File: src/hdl/agw_defines.svh
`ifndef AGW_DEFINES_SVH
`define AGW_DEFINES_SVH

// -----------------------------------------------------------------------
// Configuration offsets (byte addresses within the function's space)
// -----------------------------------------------------------------------
`define AGW_OFF_STATUS 8'h1C
`define AGW_OFF_NPMEM 8'h20
`define AGW_OFF_PFMEM 8'h24
`define AGW_OFF_UPPER 8'h30
`define AGW_OFF_BRCTL 8'h3C

// -----------------------------------------------------------------------
// Status word field positions
// -----------------------------------------------------------------------
`define AGW_BIT_PARITY 31
`define AGW_BIT_SYSERR 30
`define AGW_BIT_MABORT 29
`define AGW_BIT_TABORT 28
`define AGW_BIT_TSENT 27
`define AGW_SEL_HI 26
`define AGW_SEL_LO 25
`define AGW_BIT_DPAR 24
`define AGW_BIT_QUICK 23
`define AGW_BIT_UDF 22
`define AGW_BIT_HISPD 21
`define AGW_BIT_CAPL 20
`define AGW_IOLIM_HI 15
`define AGW_IOLIM_LO 12
`define AGW_IOLIMR_HI 11
`define AGW_IOLIMR_LO 8
`define AGW_IOBASE_HI 7
`define AGW_IOBASE_LO 4
`define AGW_IOBASER_HI 3
`define AGW_IOBASER_LO 0

// -----------------------------------------------------------------------
// Window fields and fixed values
// -----------------------------------------------------------------------
`define AGW_TOP_HI 31
`define AGW_TOP_LO 20
`define AGW_BOT_HI 15
`define AGW_BOT_LO 4
`define AGW_ULIM_HI 23
`define AGW_ULIM_LO 16
`define AGW_UBASE_HI 7
`define AGW_UBASE_LO 0
`define AGW_SEL_MEDIUM 2'h1
`define AGW_IO32_CODE 4'h1
`define AGW_LOW12_ONES 12'hFFF
`define AGW_LOW12_ZERO 12'h000
`define AGW_LOW20_ONES 20'hFFFFF
`define AGW_LOW20_ZERO 20'h00000
`define AGW_CMD_IO 0
`define AGW_CMD_MEM 1

`endif

File: src/hdl/agw_pkg.sv
// -----------------------------------------------------------------------
// Shared types for the graphics port window decode
// -----------------------------------------------------------------------
package agw_pkg;
    typedef logic [31:0] agw_word_t;   // Configuration data word
    typedef logic [11:0] agw_mb_t;     // Megabyte-granular address field
    typedef logic [7:0] agw_byte_t;    // Upper I/O address byte
    typedef logic [3:0] agw_nib_t;     // 4-Kbyte I/O address nibble
endpackage

File: src/hdl/agw_io_match.sv
`include "agw_defines.svh"

// -----------------------------------------------------------------------
// I/O window comparator
// -----------------------------------------------------------------------
module agw_io_match
    import agw_pkg::*;
(
    input wire logic [31:0] addr,       // Host I/O address
    input wire agw_nib_t base_nib,      // Base address bits 15:12
    input wire agw_nib_t lim_nib,       // Limit address bits 15:12
    input wire agw_byte_t base_up,      // Base address bits 23:16
    input wire agw_byte_t lim_up,       // Limit address bits 23:16
    input wire logic up_en,             // Upper bytes take part in decode
    output logic hit                    // Address inside the window
);
    logic [23:0] lo_bound;              // Inclusive bottom
    logic [23:0] hi_bound;              // Inclusive top
    logic [23:0] a24;                   // Compared portion of address

    // Bounds at 4-Kbyte granularity; upper byte is zero when disabled
    always_comb begin
        lo_bound = {(up_en ? base_up : 8'h00), base_nib, `AGW_LOW12_ZERO};
        hi_bound = {(up_en ? lim_up : 8'h00), lim_nib, `AGW_LOW12_ONES};
        a24 = addr[23:0];
    end

    // Addresses above 24 bits never fall into this window
    assign hit = (addr[31:24] == 8'h00) && (a24 >= lo_bound) && (a24 <= hi_bound);
endmodule

File: src/hdl/agw_mem_match.sv
`include "agw_defines.svh"

// -----------------------------------------------------------------------
// Megabyte-granular memory window comparator
// -----------------------------------------------------------------------
module agw_mem_match
    import agw_pkg::*;
(
    input wire logic [31:0] addr,       // Host memory address
    input wire agw_mb_t bottom,         // Window bottom, address bits 31:20
    input wire agw_mb_t top,            // Window top, address bits 31:20
    output logic hit                    // Address inside the window
);
    logic [31:0] lo_bound;              // Bottom with low bits zero
    logic [31:0] hi_bound;              // Top with low bits all ones

    // Implied low bits fill out each bound
    always_comb begin
        lo_bound = {bottom, `AGW_LOW20_ZERO};
        hi_bound = {top, `AGW_LOW20_ONES};
    end

    assign hit = (addr >= lo_bound) && (addr <= hi_bound);
endmodule

File: src/hdl/agw_bridge.sv
`include "agw_defines.svh"

module agw_bridge
    import agw_pkg::*;
(
    input wire logic clock,              // Core clock, 100 MHz
    input wire logic rst,                // Asynchronous reset, active high
    input wire logic cfg_wr,             // Configuration write strobe
    input wire logic cfg_rd,             // Configuration read strobe
    input wire logic [7:0] cfg_addr,     // Configuration byte address
    input wire logic [3:0] cfg_be,       // Configuration byte enables
    input wire agw_word_t cfg_wdata,     // Configuration write data
    output agw_word_t cfg_rdata,         // Configuration read data
    output logic cfg_rvalid,             // Read data valid pulse
    input wire logic [1:0] cmd_enables,  // Command bits: 0 I/O, 1 memory
    input wire logic rd_err_dis,         // Host read-data-error-disable control
    input wire logic port_syserr,        // System error from graphics port
    input wire logic mst_abort,          // Own transaction ended in master abort
    input wire logic tgt_abort,          // Own transaction ended in target abort
    input wire logic mst_special,        // That transaction was a special cycle
    input wire logic host_valid,         // Host cycle presented for decode
    input wire logic host_is_io,         // Host cycle is I/O, else memory
    input wire logic [31:0] host_addr,   // Host cycle address
    output logic fwd_claim,              // Forward cycle to graphics port
    output logic fwd_prefetch,           // Claim came from prefetchable window
    output logic abort_as_error          // Master abort reported as error
);
    // -------------------------------------------------------------------
    // Stored configuration state
    // -------------------------------------------------------------------
    logic syserr_reg;                    // System error seen flag
    logic mabort_reg;                    // Master abort seen flag
    logic tabort_reg;                    // Target abort seen flag
    agw_nib_t io_lim_reg;                // I/O limit bits 15:12
    agw_nib_t io_base_reg;               // I/O base bits 15:12
    agw_mb_t np_top_reg;                 // Non-prefetchable top
    agw_mb_t np_bot_reg;                 // Non-prefetchable bottom
    agw_mb_t pf_top_reg;                 // Prefetchable top
    agw_mb_t pf_bot_reg;                 // Prefetchable bottom
    agw_byte_t up_lim_reg;               // I/O limit bits 23:16
    agw_byte_t up_base_reg;              // I/O base bits 23:16
    agw_word_t rdata_reg;                // Registered read data
    logic rvalid_reg;                    // Registered read valid
    logic claim_reg;                     // Registered forward decision
    logic pref_reg;                      // Registered prefetch indication
    logic aerr_reg;                      // Registered abort response

    // Write hit decode per register
    logic wr_status;                     // Status word written
    logic wr_np;                         // Non-prefetchable window written
    logic wr_pf;                         // Prefetchable window written
    logic wr_up;                         // Upper I/O bytes written

    // Comparator results
    logic io_hit;                        // Inside I/O window
    logic np_hit;                        // Inside non-prefetchable window
    logic pf_hit;                        // Inside prefetchable window
    logic up_en;                         // Extended I/O decode active

    // Event qualifying: special cycles never set the abort flags
    logic mabort_evt;                    // Qualified master abort
    logic tabort_evt;                    // Qualified target abort

    // Returns the write-one-to-clear outcome with set taking priority
    function automatic logic w1c_next(input logic cur, input logic set,
                                      input logic clr);
        w1c_next = set | (cur & ~clr);
    endfunction

    // Builds one window word: top in 31:20, bottom in 15:4
    function automatic agw_word_t win_word(input agw_mb_t top, input agw_mb_t bot);
        agw_word_t w;
        w = '0;
        w[`AGW_TOP_HI:`AGW_TOP_LO] = top;
        w[`AGW_BOT_HI:`AGW_BOT_LO] = bot;
        win_word = w;
    endfunction

    // -------------------------------------------------------------------
    // Address decode
    // -------------------------------------------------------------------
    assign wr_status = cfg_wr && (cfg_addr == `AGW_OFF_STATUS);
    assign wr_np = cfg_wr && (cfg_addr == `AGW_OFF_NPMEM);
    assign wr_pf = cfg_wr && (cfg_addr == `AGW_OFF_PFMEM);
    assign wr_up = cfg_wr && (cfg_addr == `AGW_OFF_UPPER);

    assign mabort_evt = mst_abort && !mst_special;
    assign tabort_evt = tgt_abort && !mst_special;

    // -------------------------------------------------------------------
    // Sticky error flags
    // -------------------------------------------------------------------
    // An event in the clearing cycle survives, so no error is lost
    always_ff @(posedge clock or posedge rst) begin
        if (rst) begin
            syserr_reg <= 1'b0;
            mabort_reg <= 1'b0;
            tabort_reg <= 1'b0;
        end else begin
            syserr_reg <= w1c_next(syserr_reg, port_syserr,
                                   wr_status && cfg_be[3] && cfg_wdata[`AGW_BIT_SYSERR]);
            mabort_reg <= w1c_next(mabort_reg, mabort_evt,
                                   wr_status && cfg_be[3] && cfg_wdata[`AGW_BIT_MABORT]);
            tabort_reg <= w1c_next(tabort_reg, tabort_evt,
                                   wr_status && cfg_be[3] && cfg_wdata[`AGW_BIT_TABORT]);
        end
    end

    // -------------------------------------------------------------------
    // 16-bit I/O base and limit nibbles
    // -------------------------------------------------------------------
    always_ff @(posedge clock or posedge rst) begin
        if (rst) begin
            io_lim_reg <= '0;
            io_base_reg <= '0;
        end else begin
            if (wr_status && cfg_be[1]) begin
                io_lim_reg <= cfg_wdata[`AGW_IOLIM_HI:`AGW_IOLIM_LO];
            end
            if (wr_status && cfg_be[0]) begin
                io_base_reg <= cfg_wdata[`AGW_IOBASE_HI:`AGW_IOBASE_LO];
            end
        end
    end

    // -------------------------------------------------------------------
    // Memory windows
    // -------------------------------------------------------------------
    // Fields straddle byte lanes, so a field updates when both its lanes write
    always_ff @(posedge clock or posedge rst) begin
        if (rst) begin
            np_top_reg <= '0;
            np_bot_reg <= '0;
            pf_top_reg <= '0;
            pf_bot_reg <= '0;
        end else begin
            if (wr_np && cfg_be[3] && cfg_be[2]) begin
                np_top_reg <= cfg_wdata[`AGW_TOP_HI:`AGW_TOP_LO];
            end
            if (wr_np && cfg_be[1] && cfg_be[0]) begin
                np_bot_reg <= cfg_wdata[`AGW_BOT_HI:`AGW_BOT_LO];
            end
            if (wr_pf && cfg_be[3] && cfg_be[2]) begin
                pf_top_reg <= cfg_wdata[`AGW_TOP_HI:`AGW_TOP_LO];
            end
            if (wr_pf && cfg_be[1] && cfg_be[0]) begin
                pf_bot_reg <= cfg_wdata[`AGW_BOT_HI:`AGW_BOT_LO];
            end
        end
    end

    // -------------------------------------------------------------------
    // Upper I/O address bytes
    // -------------------------------------------------------------------
    always_ff @(posedge clock or posedge rst) begin
        if (rst) begin
            up_lim_reg <= '0;
            up_base_reg <= '0;
        end else begin
            if (wr_up && cfg_be[2]) begin
                up_lim_reg <= cfg_wdata[`AGW_ULIM_HI:`AGW_ULIM_LO];
            end
            if (wr_up && cfg_be[0]) begin
                up_base_reg <= cfg_wdata[`AGW_UBASE_HI:`AGW_UBASE_LO];
            end
        end
    end

    // Whole register zero means only the 16-bit window decodes
    assign up_en = (up_lim_reg != 8'h00) || (up_base_reg != 8'h00);

    // -------------------------------------------------------------------
    // Read data path
    // -------------------------------------------------------------------
    // Constant fields are assembled here; unmapped offsets return zero
    always_ff @(posedge clock or posedge rst) begin
        if (rst) begin
            rdata_reg <= '0;
            rvalid_reg <= 1'b0;
        end else begin
            rvalid_reg <= cfg_rd;
            if (cfg_rd) begin
                rdata_reg <= '0;
                case (cfg_addr)
                    `AGW_OFF_STATUS: begin
                        rdata_reg[`AGW_BIT_SYSERR] <= syserr_reg;
                        rdata_reg[`AGW_BIT_MABORT] <= mabort_reg;
                        rdata_reg[`AGW_BIT_TABORT] <= tabort_reg;
                        rdata_reg[`AGW_SEL_HI:`AGW_SEL_LO] <= `AGW_SEL_MEDIUM;
                        rdata_reg[`AGW_BIT_HISPD] <= 1'b1;
                        rdata_reg[`AGW_IOLIM_HI:`AGW_IOLIM_LO] <= io_lim_reg;
                        rdata_reg[`AGW_IOLIMR_HI:`AGW_IOLIMR_LO] <= `AGW_IO32_CODE;
                        rdata_reg[`AGW_IOBASE_HI:`AGW_IOBASE_LO] <= io_base_reg;
                        rdata_reg[`AGW_IOBASER_HI:`AGW_IOBASER_LO] <= `AGW_IO32_CODE;
                    end
                    `AGW_OFF_NPMEM: begin
                        rdata_reg <= win_word(np_top_reg, np_bot_reg);
                    end
                    `AGW_OFF_PFMEM: begin
                        rdata_reg <= win_word(pf_top_reg, pf_bot_reg);
                    end
                    `AGW_OFF_UPPER: begin
                        rdata_reg[`AGW_ULIM_HI:`AGW_ULIM_LO] <= up_lim_reg;
                        rdata_reg[`AGW_UBASE_HI:`AGW_UBASE_LO] <= up_base_reg;
                    end
                    `AGW_OFF_BRCTL: begin
                        // Bridge control fixed bits read zero
                        rdata_reg <= '0;
                    end
                    default: begin
                        rdata_reg <= '0;
                    end
                endcase
            end
        end
    end

    assign cfg_rdata = rdata_reg;
    assign cfg_rvalid = rvalid_reg;

    // -------------------------------------------------------------------
    // Window comparators
    // -------------------------------------------------------------------
    agw_io_match u_io (
        .addr(host_addr),
        .base_nib(io_base_reg),
        .lim_nib(io_lim_reg),
        .base_up(up_base_reg),
        .lim_up(up_lim_reg),
        .up_en(up_en),
        .hit(io_hit)
    );

    agw_mem_match u_np (
        .addr(host_addr),
        .bottom(np_bot_reg),
        .top(np_top_reg),
        .hit(np_hit)
    );

    agw_mem_match u_pf (
        .addr(host_addr),
        .bottom(pf_bot_reg),
        .top(pf_top_reg),
        .hit(pf_hit)
    );

    // -------------------------------------------------------------------
    // Forwarding decision
    // -------------------------------------------------------------------
    // Registered so the claim is stable for one cycle after the request
    always_ff @(posedge clock or posedge rst) begin
        if (rst) begin
            claim_reg <= 1'b0;
            pref_reg <= 1'b0;
        end else begin
            claim_reg <= 1'b0;
            pref_reg <= 1'b0;
            if (host_valid && host_is_io) begin
                claim_reg <= io_hit && cmd_enables[`AGW_CMD_IO];
            end else if (host_valid) begin
                claim_reg <= (np_hit || pf_hit) && cmd_enables[`AGW_CMD_MEM];
                pref_reg <= pf_hit && !np_hit && cmd_enables[`AGW_CMD_MEM];
            end
        end
    end

    // Abort handling follows the host control, not a local mode bit
    always_ff @(posedge clock or posedge rst) begin
        if (rst) begin
            aerr_reg <= 1'b0;
        end else begin
            aerr_reg <= !rd_err_dis;
        end
    end

    assign fwd_claim = claim_reg;
    assign fwd_prefetch = pref_reg;
    assign abort_as_error = aerr_reg;
endmodule

File: config.mk
export PLATFORM = sky130hd
export DESIGN_NAME = agw_bridge
export DESIGN_NICKNAME = d
export VERILOG_FILES = /design/src/hdl/agw_pkg.sv /design/src/hdl/agw_io_match.sv /design/src/hdl/agw_mem_match.sv /design/src/hdl/agw_bridge.sv
export VERILOG_INCLUDE_DIRS = /design/src /design/src/hdl
export SDC_FILE = /design/constraint.sdc
export NUM_CORES = 1
export LEC_CHECK = 0
export ABC_AREA = 1
export BUFFER_PORTS_ARGS = -buffer_cell sky130_fd_sc_hd__buf_2
export CORE_MARGIN = 2
export CORE_UTILIZATION = 31
export DETAILED_ROUTE_END_ITERATION = 6
export PLACE_DENSITY = 0.5
export SYNTH_ARGS = -nofsm -noshare
export SYNTH_HDL_FRONTEND = slang
export SYNTH_SLANG_ARGS = --single-unit
File: constraint.sdc
create_clock -name clock -period 3.9 [get_ports clock]
set_input_delay 0.585 -clock clock [delete_from_list [all_inputs] [get_ports clock]]
set_output_delay 0.585 -clock clock [all_outputs]
set_load 0.005 [all_outputs]
After elaboration in Yosys (flattened, before gate mapping)
Index checks and enable logic that the tools add are counted.
{"block": "word_totals", "regBits": 111, "in_bits": 89, "output_inout_bits": 36, "wordCells": 90}
{"block": "op_classes", "n_lt_le_gt_ge": 6, "eq_ne": 4, "mux": 16, "n_bitwise": 9, "reduce_logical": 39}
{"operator": "$ge 32x32->1", "count": 2}
{"operator": "$le 32x32->1", "count": 2}
{"operator": "$pmux 8 s4", "count": 1}
{"operator": "$logic_and 1x1->1", "count": 31}
{"operator": "$eq 8x6->1 const B", "count": 3}
{"operator": "$ge 24x24->1", "count": 1}
{"operator": "$le 24x24->1", "count": 1}
{"operator": "$pmux 8 s3", "count": 1}
{"operator": "$mux 8", "count": 2}
{"operator": "$reduce_bool 8->1", "count": 2}
{"operator": "$pmux 5 s3", "count": 1}
{"operator": "$pmux 2 s3", "count": 2}
{"operator": "$pmux 3 s3", "count": 1}
{"operator": "$eq 8x5->1 const B", "count": 1}
{"operator": "$logic_not 8->1", "count": 1}
{"operator": "$pmux 1 s2", "count": 3}
{"operator": "$mux 1", "count": 4}
{"operator": "$pmux 1 s4", "count": 1}
{"operator": "$and 1x1->1", "count": 3}
{"operator": "$logic_not 1->1", "count": 3}
{"operator": "$not 1->1", "count": 3}
{"operator": "$or 1x1->1", "count": 3}
{"operator": "$logic_or 1x1->1", "count": 2}

Depth between registers and ports, before layout
Gate-level depths: netlist of the first run.
{"block": "logic_depth", "word_depth": 8, "depth_mapped": 13, "mapped_depth_nobuf": 13}

Modules after synthesis
A second synthesis of the first run with hierarchy kept.
{"block": "hier_totals", "cells_unflattened": 1051, "area_unflattened_um2": 7414.6}
{"mod": "agw_bridge", "instances": 1, "cells_per_inst": 576, "area_each_um2": 4870.9, "seq_area_each_um2": 2777.7}
{"mod": "agw_mem_match", "instances": 2, "cells_per_inst": 164, "area_each_um2": 860.8, "seq_area_each_um2": 0.0}
{"mod": "agw_io_match", "instances": 1, "cells_per_inst": 147, "area_each_um2": 822.0, "seq_area_each_um2": 0.0}

Least setup slack after synthesis of the first run
OpenSTA, ideal clock, no wires.
{"block": "synth_timing", "path_kind": "input -> register", "startpoint": "in cfg_addr[1]", "endpoint": "reg pf_bot_reg[0]", "setup_time_ns": 0.119, "arrival_ns": 1.502, "required_time_ns": 3.781, "path_slack_ns": 2.279, "cell_stages": 9, "n_path_buf": 1, "cell_sequence": "nor2_1 -> nand2_1 -> inv_1 -> nand3_4 -> nor2_4 -> nand3_4 -> buf_6 -> nand2_1 -> o21ai_2"}
{"block": "synth_between", "elab_chain_len": 4}
{"element": "start: declaration", "line": "agw_bridge.sv:10", "rtl": "input wire logic [7:0] cfg_addr,"}
{"element": "$eq 8x6->1"}
{"element": "$logic_and 1x1->1", "line": "agw_bridge.sv:84", "rtl": "assign wr_pf = cfg_wr && (cfg_addr == `AGW_OFF_PFMEM);"}
{"element": "$logic_and 1x1->1 (2 in series)", "line": "agw_bridge.sv:146", "rtl": "if (wr_pf && cfg_be[1] && cfg_be[0]) begin"}
{"element": "end signal: assignment", "line": "agw_bridge.sv:147", "rtl": "pf_bot_reg <= cfg_wdata[`AGW_BOT_HI:`AGW_BOT_LO];"}
{"element": "end: declaration", "line": "agw_bridge.sv:39", "rtl": "agw_mb_t pf_bot_reg;"}
Every way passes these cells.
A chain may end at the register's enable or synchronous reset.

==> flow_metrics.tcl, run 1 <==
set metrics [dict create \
    drtPass1Iterations 5 \
    drc 0 \
    start_util_pct 31.30 \
    arrival_ps 2540 \
    syn-num-nets 1081 \
    met2_usage_pct 27.61 \
    grt_pass1_wl_um 32560 \
    initialDrtViolationCount 377 \
    synthSimpleGateAreaFrac_pct 22.36 \
    num_antenna_cells 0 \
    n_fill_cell 2424 \
    relSlewSlack_pct 32.26 \
    p_int_mw 1.770 \
    gp_congestion 0.8144 \
    rr_endpoint "fwd_claim" \
    die_area_um2 23940 \
    power.switching_uw 659.2 \
    die_x_um 154.7 \
    hold_path.class "input pin to async pin" \
    largest_reg_flops 32 \
    synthMuxAreaShare_pct 0 \
    synth_adder_area_share_pct 12.79 \
    status "finished, final reports clean" \
    p_leak_nw 4.431 \
    ios 125 \
    root_buffer "clkbuf_16" \
    tns_ps 0 \
    post-cts-setup-buffer-count 0 \
    grt_max_degree 66 \
    antenna_found_initial 0 \
    wl_um 20460 \
    finalClockSkew_ps 11.87 \
    p_clk_share_pct 39.6 \
    synth_cell_types 32 \
    cts_resized 0 \
    p_sw_share_pct 27.14 \
    finalMaxSlewViolations 0 \
    hold_viol 0 \
    num-nets-final 1197 \
    htree_levels 3 \
    cts_tree "done" \
    grt_use_total_pct 17.83 \
    met3_usage_pct 3.923 \
    holdWs_ps 296.7 \
    io_buffers 124 \
    yosys.area_share.xor_xnor_pct 0 \
    syn_inst 920 \
    synth_common_cells "nand2_1, inv_1, dfrtp_1" \
    cp_top_family "buffers and inverters" \
    reg2reg_setup_slack_ps 2020 \
    rsz0062_at_grt "no" \
    fin_crit_ps 2239 \
    fp.dieH_um 154.7 \
    dr_total_vias 6033 \
    avgSynthCellArea_um2 7.657 \
    r2r-start "io_lim_reg[3]" \
    clock_latency_ps 370 \
    wl_per_cell_um 15.43 \
    ant_nets 0 \
    pre_cts_ws_ps 1291 \
    overflow 0 \
    reg2reg_depth 9 \
    clk_pin_slew_ps 80 \
    tightest_slew_ps 1015 \
    drive_gt1_share_pct 17.48 \
    synthTopCellsByArea "dfrtp_1, nand2_1, ha_1" \
    cts_buffer_depth 2 \
    p_comb_share_pct 12.1 \
    cp-start-kind "input pin" \
    synth_seq_cells 111 \
    peakVddDrop_mv 0.1706 \
    ys_seq_area_share_pct 39.43 \
    required_ps 4200 \
    hold_buffers 0 \
    max_freq_ghz 0.4467 \
    cts.sinks 111 \
    finalCritPeriodShare_pct 57.40 \
    yosys.area.top_type "dfrtp_1" \
    async_flop_share_pct 100.0 \
    grt.met1_usage_pct 25.68 \
    busiest_layer "met2" \
    synth_compound_area_share_pct 13.64 \
    final_util_pct 36.37 \
    num_rows 55 \
    crit_chain "buf_2 -> inv_1 -> a21oi_2 -> o21ai_0 -> nand2_1" \
    cts_buffers 9 \
    area_growth_pct 16.20 \
    avgViaCountPerCell 4.550 \
    syn_area_um2 7044 \
    grt_pass1_vias 5863 \
    synth_top_flop_cell "dfrtp_1" \
    fin_ws_ps 1661 \
    synth_top_family_by_area "simple AND/OR/NAND/NOR gates" \
    criticalPathCategory "input pin to flop" \
    crit_slowest_cell "inv_1" \
    yosys_warnings 0 \
    end_kind "flop" \
    setup_violations 0 \
    maxCapViolations 0 \
    synth_top_area_share_pct 39.43 \
    core_area_um2 22500 \
    place_hpwl_um 15660 \
    p_seq_share_pct 48.3 \
    power_density_nw_per_um2 296.7 \
    max_stage_delay_ps 590 \
    post-synth-top-count-cell "nand2_1" \
    synth_edf_count 0 \
    worstPathMaxFanout 28 \
    crit_buf_inv 2 \
]
## how the worst max path moves through the flow
stage	from	end	slack, ps	depth (start not counted)
after floorplan	rst	abort_as_error	380	1
after global placement	cfg_rd	cfg_rdata[13]	1260	5
after detailed placement	cfg_rd	cfg_rdata[15]	1290	5
after CTS	cfg_rd	cfg_rdata[15]	1660	5
after global routing	cfg_rd	cfg_rdata[15]	1510	5
final	cfg_rd	cfg_rdata[14]	1660	5
## worst reg2reg max path, stage by stage (launching register included)
cell,delay [ps]
dfrtp_1,350
inv_1,70
ha_1,290
nand2_1,80
o21ai_0,530
nand3_1,140
nand3_1,130
nand2_1,60
nand3_1,70
nand2_1,50
## power groups by stage
| stage | registers, mW | logic [mW] | clock network, mW |
|---|---|---|---|
| after floorplan | 1.20 | 0.163 | 0 |
| after global placement | 1.20 | 0.296 | 0 |
| after detailed placement | 1.20 | 0.298 | 0 |
| after CTS | 1.17 | 0.299 | 0.985 |
| after global routing | 1.18 | 0.340 | 1.03 |
| final | 1.17 | 0.293 | 0.962 |
## logic make-up after synthesis
| kind of cell | count (synthesis) |
|---|---|
| compound gates | 161 |
| buf+inv | 200 |
| fa+ha+maj | 72 |
| flops | 111 |
| simple gates | 376 |
## per-stage QoR
step,power (mW),cells,area (µm²)
global route,2.548,1326,8185
detailed placement,1.495,1310,7894
CTS,2.458,1326,8185
floorplan,1.358,920,7044
finish,2.429,1326,8185
global placement,1.492,1310,7894
## layout make-up
cell class | count | area, µm² | share of cell area (%)
Multi-Input combinational cell | 609 | 3437 | 41.99
Clock buffer | 11 | 232.7 | 2.843
Tap cell | 285 | 356.6 | 4.356
Inverter | 179 | 674.4 | 8.239
Sequential cell | 111 | 2778 | 33.93
Clock inverter | 5 | 58.81 | 0.7184
Timing Repair Buffer | 126 | 648.1 | 7.918
## placed cells by master (no fill, tap or decap), drive strengths merged, types with 2 or more instances in the layout
cell type and instances:
clkbuf 11, nand4 3, nor2 87, o22ai 20, inv 179, a21oi 61
nor3 5, a21o 2, nand3 21, and2 3, o21ai 68, clkinvlp 2
buf 126, o31ai 4, ha 72, clkinv 2, o221ai 5, dfrtp 111
nand3b 2, nor4 2, nand2 252
## layer usage
metal,up-vias,wire length (µm)
met4,0,233
met1,2741,10410
met3,15,1001
met2,144,8814
met5,-,0
li1,3133,-
(Power assumes the default switching activity.)
==> run 2, diff against run 1 <==
==> constraint.sdc (replaced) <==
create_clock -name clock -period 2.15 [get_ports clock]
set_input_delay 0.3225 -clock clock [delete_from_list [all_inputs] [get_ports clock]]
set_output_delay 0.3225 -clock clock [all_outputs]
set_load 0.005 [all_outputs]
==> flow_metrics.tcl, run 2 (synthesis gave the netlist of run 1 again) <==
set metrics [dict create \
    ios 125 \
    p_comb_share_pct 12.3 \
    power_density_nw_per_um2 531.8 \
    wl_um 20700 \
    p_sw_share_pct 26.98 \
    cts_tree "done" \
    p_clk_share_pct 39.4 \
    peakVddDrop_mv 0.3392 \
    overflow 0 \
    cts_resized 0 \
    holdWs_ps 88.64 \
    grt_pass1_wl_um 32630 \
    die_x_um 154.7 \
    max_stage_delay_ps 350 \
    antenna_found_initial 0 \
    tns_ps 0 \
    criticalPathCategory "flop to flop" \
    clock_latency_ps 370 \
    reg2reg_depth 10 \
    cts_buffer_depth 2 \
    p_int_mw 3.222 \
    hold_depth 2 \
    drc 0 \
    num_antenna_cells 0 \
    grt_max_degree 55 \
    finalCritPeriodShare_pct 78.50 \
    area_growth_pct 17.80 \
    die_area_um2 23940 \
    root_buffer "clkbuf_16" \
    num_rows 55 \
    max_freq_ghz 0.5925 \
    power.switching_mw 1.190 \
    p_leak_nw 4.497 \
    fp.dieH_um 154.7 \
    setup_violations 0 \
    final_common_cell "nand2_1" \
    clk_pin_slew_ps 80 \
    tightest_slew_ps 487.6 \
    htree_levels 3 \
    drtPass1Iterations 4 \
    hold_path.class "input pin to flop" \
    maxCapViolations 0 \
    grt_pass1_vias 5898 \
    required_ps 2450 \
    status "finished, final reports clean" \
    avgViaCountPerCell 4.491 \
    largest_reg_flops 32 \
    final_cell_mix "nand2_1, inv_1, buf_2" \
    drive_gt1_share_pct 18.41 \
    worstPathMaxFanout 3 \
    initialDrtViolationCount 273 \
    crit_slowest_cell "dfrtp_1" \
    rsz0062_at_grt "no" \
    cts.sinks 111 \
    start_util_pct 31.30 \
    core_area_um2 22500 \
    crit_chain "inv_1 -> ha_1 -> nand2_1 -> nor2_1 -> nand2_1 -> nor3b_1 -> nand2_1 -> nand2_1 -> nand3_1 -> nand2_1" \
    num-nets-final 1210 \
    crit_top_cell "nand2_1" \
    cp-start-kind "flop" \
    hold_viol 0 \
    n_fill_cell 2433 \
    io_buffers 124 \
    grt_use_total_pct 17.81 \
    p_seq_share_pct 48.3 \
    wl_per_cell_um 15.46 \
    place_hpwl_um 16020 \
    end_kind "flop" \
    finalMaxSlewViolations 0 \
    fin_crit_ps 1688 \
    gp_congestion 0.8629 \
    cts_buffers 9 \
    ant_nets 0 \
    relSlewSlack_pct 67.49 \
    dr_total_vias 6013 \
    arrival_ps 1990 \
    finalClockSkew_ps 14.61 \
]
[run 2: path summary, 6_finish.rpt]
kind | to | startpoint | slack [ps]
hold / removal | abort_as_error | rd_err_dis | 90
min in group asynchronous | cfg_rdata[13] | rst | 480
setup reg to reg | fwd_claim | up_lim_reg[7] | 460
max in group asynchronous | up_lim_reg[2] | rst | 1040
hold reg to reg | np_bot_reg[8] | np_bot_reg[8] | 480
setup / recovery | fwd_claim | up_lim_reg[7] | 460
[run 2: routing by layer]
layer,GRT usage [%],part of all wire (%),up-vias
li1,-,-,3147
met1,25.59,49,2698
met2,27.89,44,150
met3,2.914,5.0,18
met4,4.630,1.7,0
met5,0,0,-
[run 2: final cells by class]
class                           instances  area (µm²)  area share [%]
Sequential cell                       111        2778           33.47
Tap cell                              285       356.6           4.297
Clock inverter                          5       57.56          0.6936
Multi-Input combinational cell        609        3437           41.42
Timing Repair Buffer                  139       760.7           9.168
Inverter                              179       675.6           8.142
Clock buffer                           11       232.7           2.805
[run 2: worst max-delay path, delay by kind of cell (launching register included)]
family,cells,cell delay [ps]
fa+ha+maj,1,290
buf+inv,1,60
flops,1,350
simple gates,8,940
[run 2: through the flow]
step	instance area, µm²	setup WS (ps)	instances	total power [mW]	utilization (%)
2_1_floorplan	7048	484.0	920	2.464	-
3_3_place_gp	7998	325.6	1322	2.715	35.54
3_5_place_dp	7998	317.5	1322	2.722	35.54
4_1_cts	8298	454.5	1339	4.492	36.88
5_1_grt	8298	209.2	1339	4.649	36.88
6_report	8298	462.4	1339	4.413	36.88
[run 2: power groups by stage]
stage	Sequential, mW	Combinational, mW	Clock [mW]
floorplan	2.17	0.296	0
finish	2.13	0.543	1.74
CTS	2.13	0.556	1.81
global route	2.13	0.630	1.88
global placement	2.17	0.544	0
detailed placement	2.17	0.551	0
[run 2: timing repair]
item | CTS | global route
buffers inserted | 0 | 0
hold endpoints to repair | 13 | 0
hold buffers | 1 | 0
==> run 3, diff against run 2 <==
==> constraint.sdc (replaced) <==
create_clock -name clock -period 1.75 [get_ports clock]
set_input_delay 0.2625 -clock clock [delete_from_list [all_inputs] [get_ports clock]]
set_output_delay 0.2625 -clock clock [all_outputs]
set_load 0.005 [all_outputs]
==> flow_metrics.tcl, run 3 (synthesis gave the netlist of run 1 again) <==
set metrics [dict create \
    status "finished, final reports clean" \
    fin_crit_ps 1624 \
    area_growth_pct 20.66 \
    wl_per_cell_um 15.38 \
    met2_usage_pct 27.53 \
    gp_congestion 0.7989 \
    die_x_um 154.7 \
    core_area_um2 22500 \
    overflow 0 \
    place_area_um2 8163 \
    drtPass1Iterations 6 \
    finalMaxSlewViolations 0 \
    p_leak_nw 4.584 \
    met3_usage_pct 3.390 \
    grt_max_degree 45 \
    hold_end "abort_as_error" \
    required_ps 2010 \
    rr_endpoint "fwd_claim" \
    r2r-start "io_lim_reg[3]" \
    instances_no_fill 1349 \
    dr_total_vias 6110 \
    start_util_pct 31.30 \
    fin_ws_ps 126.1 \
    rsz0062_at_grt "no" \
    pre_cts_ws_ps 30.58 \
    maxCapViolations 0 \
    io_buffers 124 \
    reg2reg_setup_slack_ps 130 \
    fp.dieH_um 154.7 \
    largest_reg_flops 32 \
    avgViaCountPerCell 4.529 \
    finalCritPeriodShare_pct 92.79 \
    grt_pass1_wl_um 33110 \
    busiest_layer "met2" \
    worstPathMaxFanout 2 \
    clk_pin_slew_ps 80 \
    grt_use_total_pct 18.02 \
    arrival_ps 1880 \
    cts_buffer_depth 2 \
    final_util_pct 37.77 \
    root_buffer "clkbuf_16" \
    cp-start-kind "flop" \
    wl_um 20750 \
    ant_nets 0 \
    finalClockSkew_ps 8.964 \
    tightest_slew_ps 472.1 \
    num_rows 55 \
    criticalPathCategory "flop to flop" \
    antenna_found_initial 0 \
    htree_levels 3 \
    design_area_um2 8499 \
    peakVddDrop_mv 0.4620 \
    dp.cells 1334 \
    initialDrtViolationCount 334 \
    hold_depth 2 \
    power_density_nw_per_um2 626.9 \
    reg2reg_depth 10 \
    hold_path.class "input pin to flop" \
    max_freq_ghz 0.6158 \
    final_cell_mix "nand2_1, inv_1, buf_2" \
    drc 0 \
    num-nets-final 1222 \
    ios 125 \
    end_kind "flop" \
    die_area_um2 23940 \
    hold_viol 0 \
    clock_latency_ps 360 \
    tns_ps 0 \
    final_common_cell "nand2_1" \
    critPathLaunch "io_lim_reg[3]" \
    cts.sinks 111 \
    place_hpwl_um 16310 \
    relSlewSlack_pct 68.46 \
    cts_buffers 9 \
    grt.met1_usage_pct 25.86 \
    drive_gt1_share_pct 20.68 \
    hold_start "rd_err_dis" \
    grt_pass1_vias 6001 \
    cts_tree "done" \
    setup_violations 0 \
    num_antenna_cells 0 \
]
run 3: cell count changes in the layout (fill, tap and decap cells not counted), sizes merged:
cell    previous run  this run
buf              138       150
bufinv             1         0
clkinv             3         2
run 3: worst max path at each step:
stage                     end  slack, ps  cells after the start
2_1_floorplan  abort_as_error        140                      1
3_3_place_gp        fwd_claim         40                      9
3_5_place_dp        fwd_claim         30                     12
4_1_cts             fwd_claim         50                      9
5_1_grt             fwd_claim          3                     12
6_report            fwd_claim        130                     10
run 3: worst max-delay path, cell delays in order, from the launching register on:
cell	delay (ps)
dfrtp_1	350
inv_1	80
ha_1	290
nand2_1	80
o21ai_0	190
buf_4	160
nand3_1	60
nand3_1	80
nand2_1	50
nand3_1	110
nand2_1	60
run 3: layout make-up:
| cell class | instances | area (µm²) |
|---|---|---|
| clock buffers | 11 | 252.7 |
| clock inverters | 3 | 18.77 |
| inverters | 179 | 675.6 |
| multi-input cells | 609 | 3492 |
| well taps | 285 | 356.6 |
| fillers | 2408 | 14000 |
| flip-flops and latches | 111 | 2778 |
| repair buffers | 151 | 925.9 |
run 3: where the power goes:
group	switching (mW)	internal (mW)
clock network	0.989	1.03
logic	0.432	0.258
registers	0.0187	2.60
run 3: per-stage QoR:
stage / power (mW) / hold WS [ps]
CTS: 5.390 / 15.80
global route: 5.579 / 38.13
floorplan: 3.027 / 293.9
finish: 5.328 / 30.27
global placement: 3.348 / 312.7
detailed placement: 3.355 / 323.0
run 3: what timing repair did:
| action | CTS | global route |
|---|---|---|
| setup endpoints to repair | 0 | 2 |
| hold buffers | 1 | 0 |
| buffers inserted | 0 | 0 |
| endpoints found under the hold margin | 12 | 0 |
| gates resized for setup | 0 | 16 |
run 3: per-layer routing:
metal  up-vias  share of wire, %
met2       138                43
li1       3174                 -
met5         -                 0
met3        24               4.6
met4         0               2.1
met1      2774                50
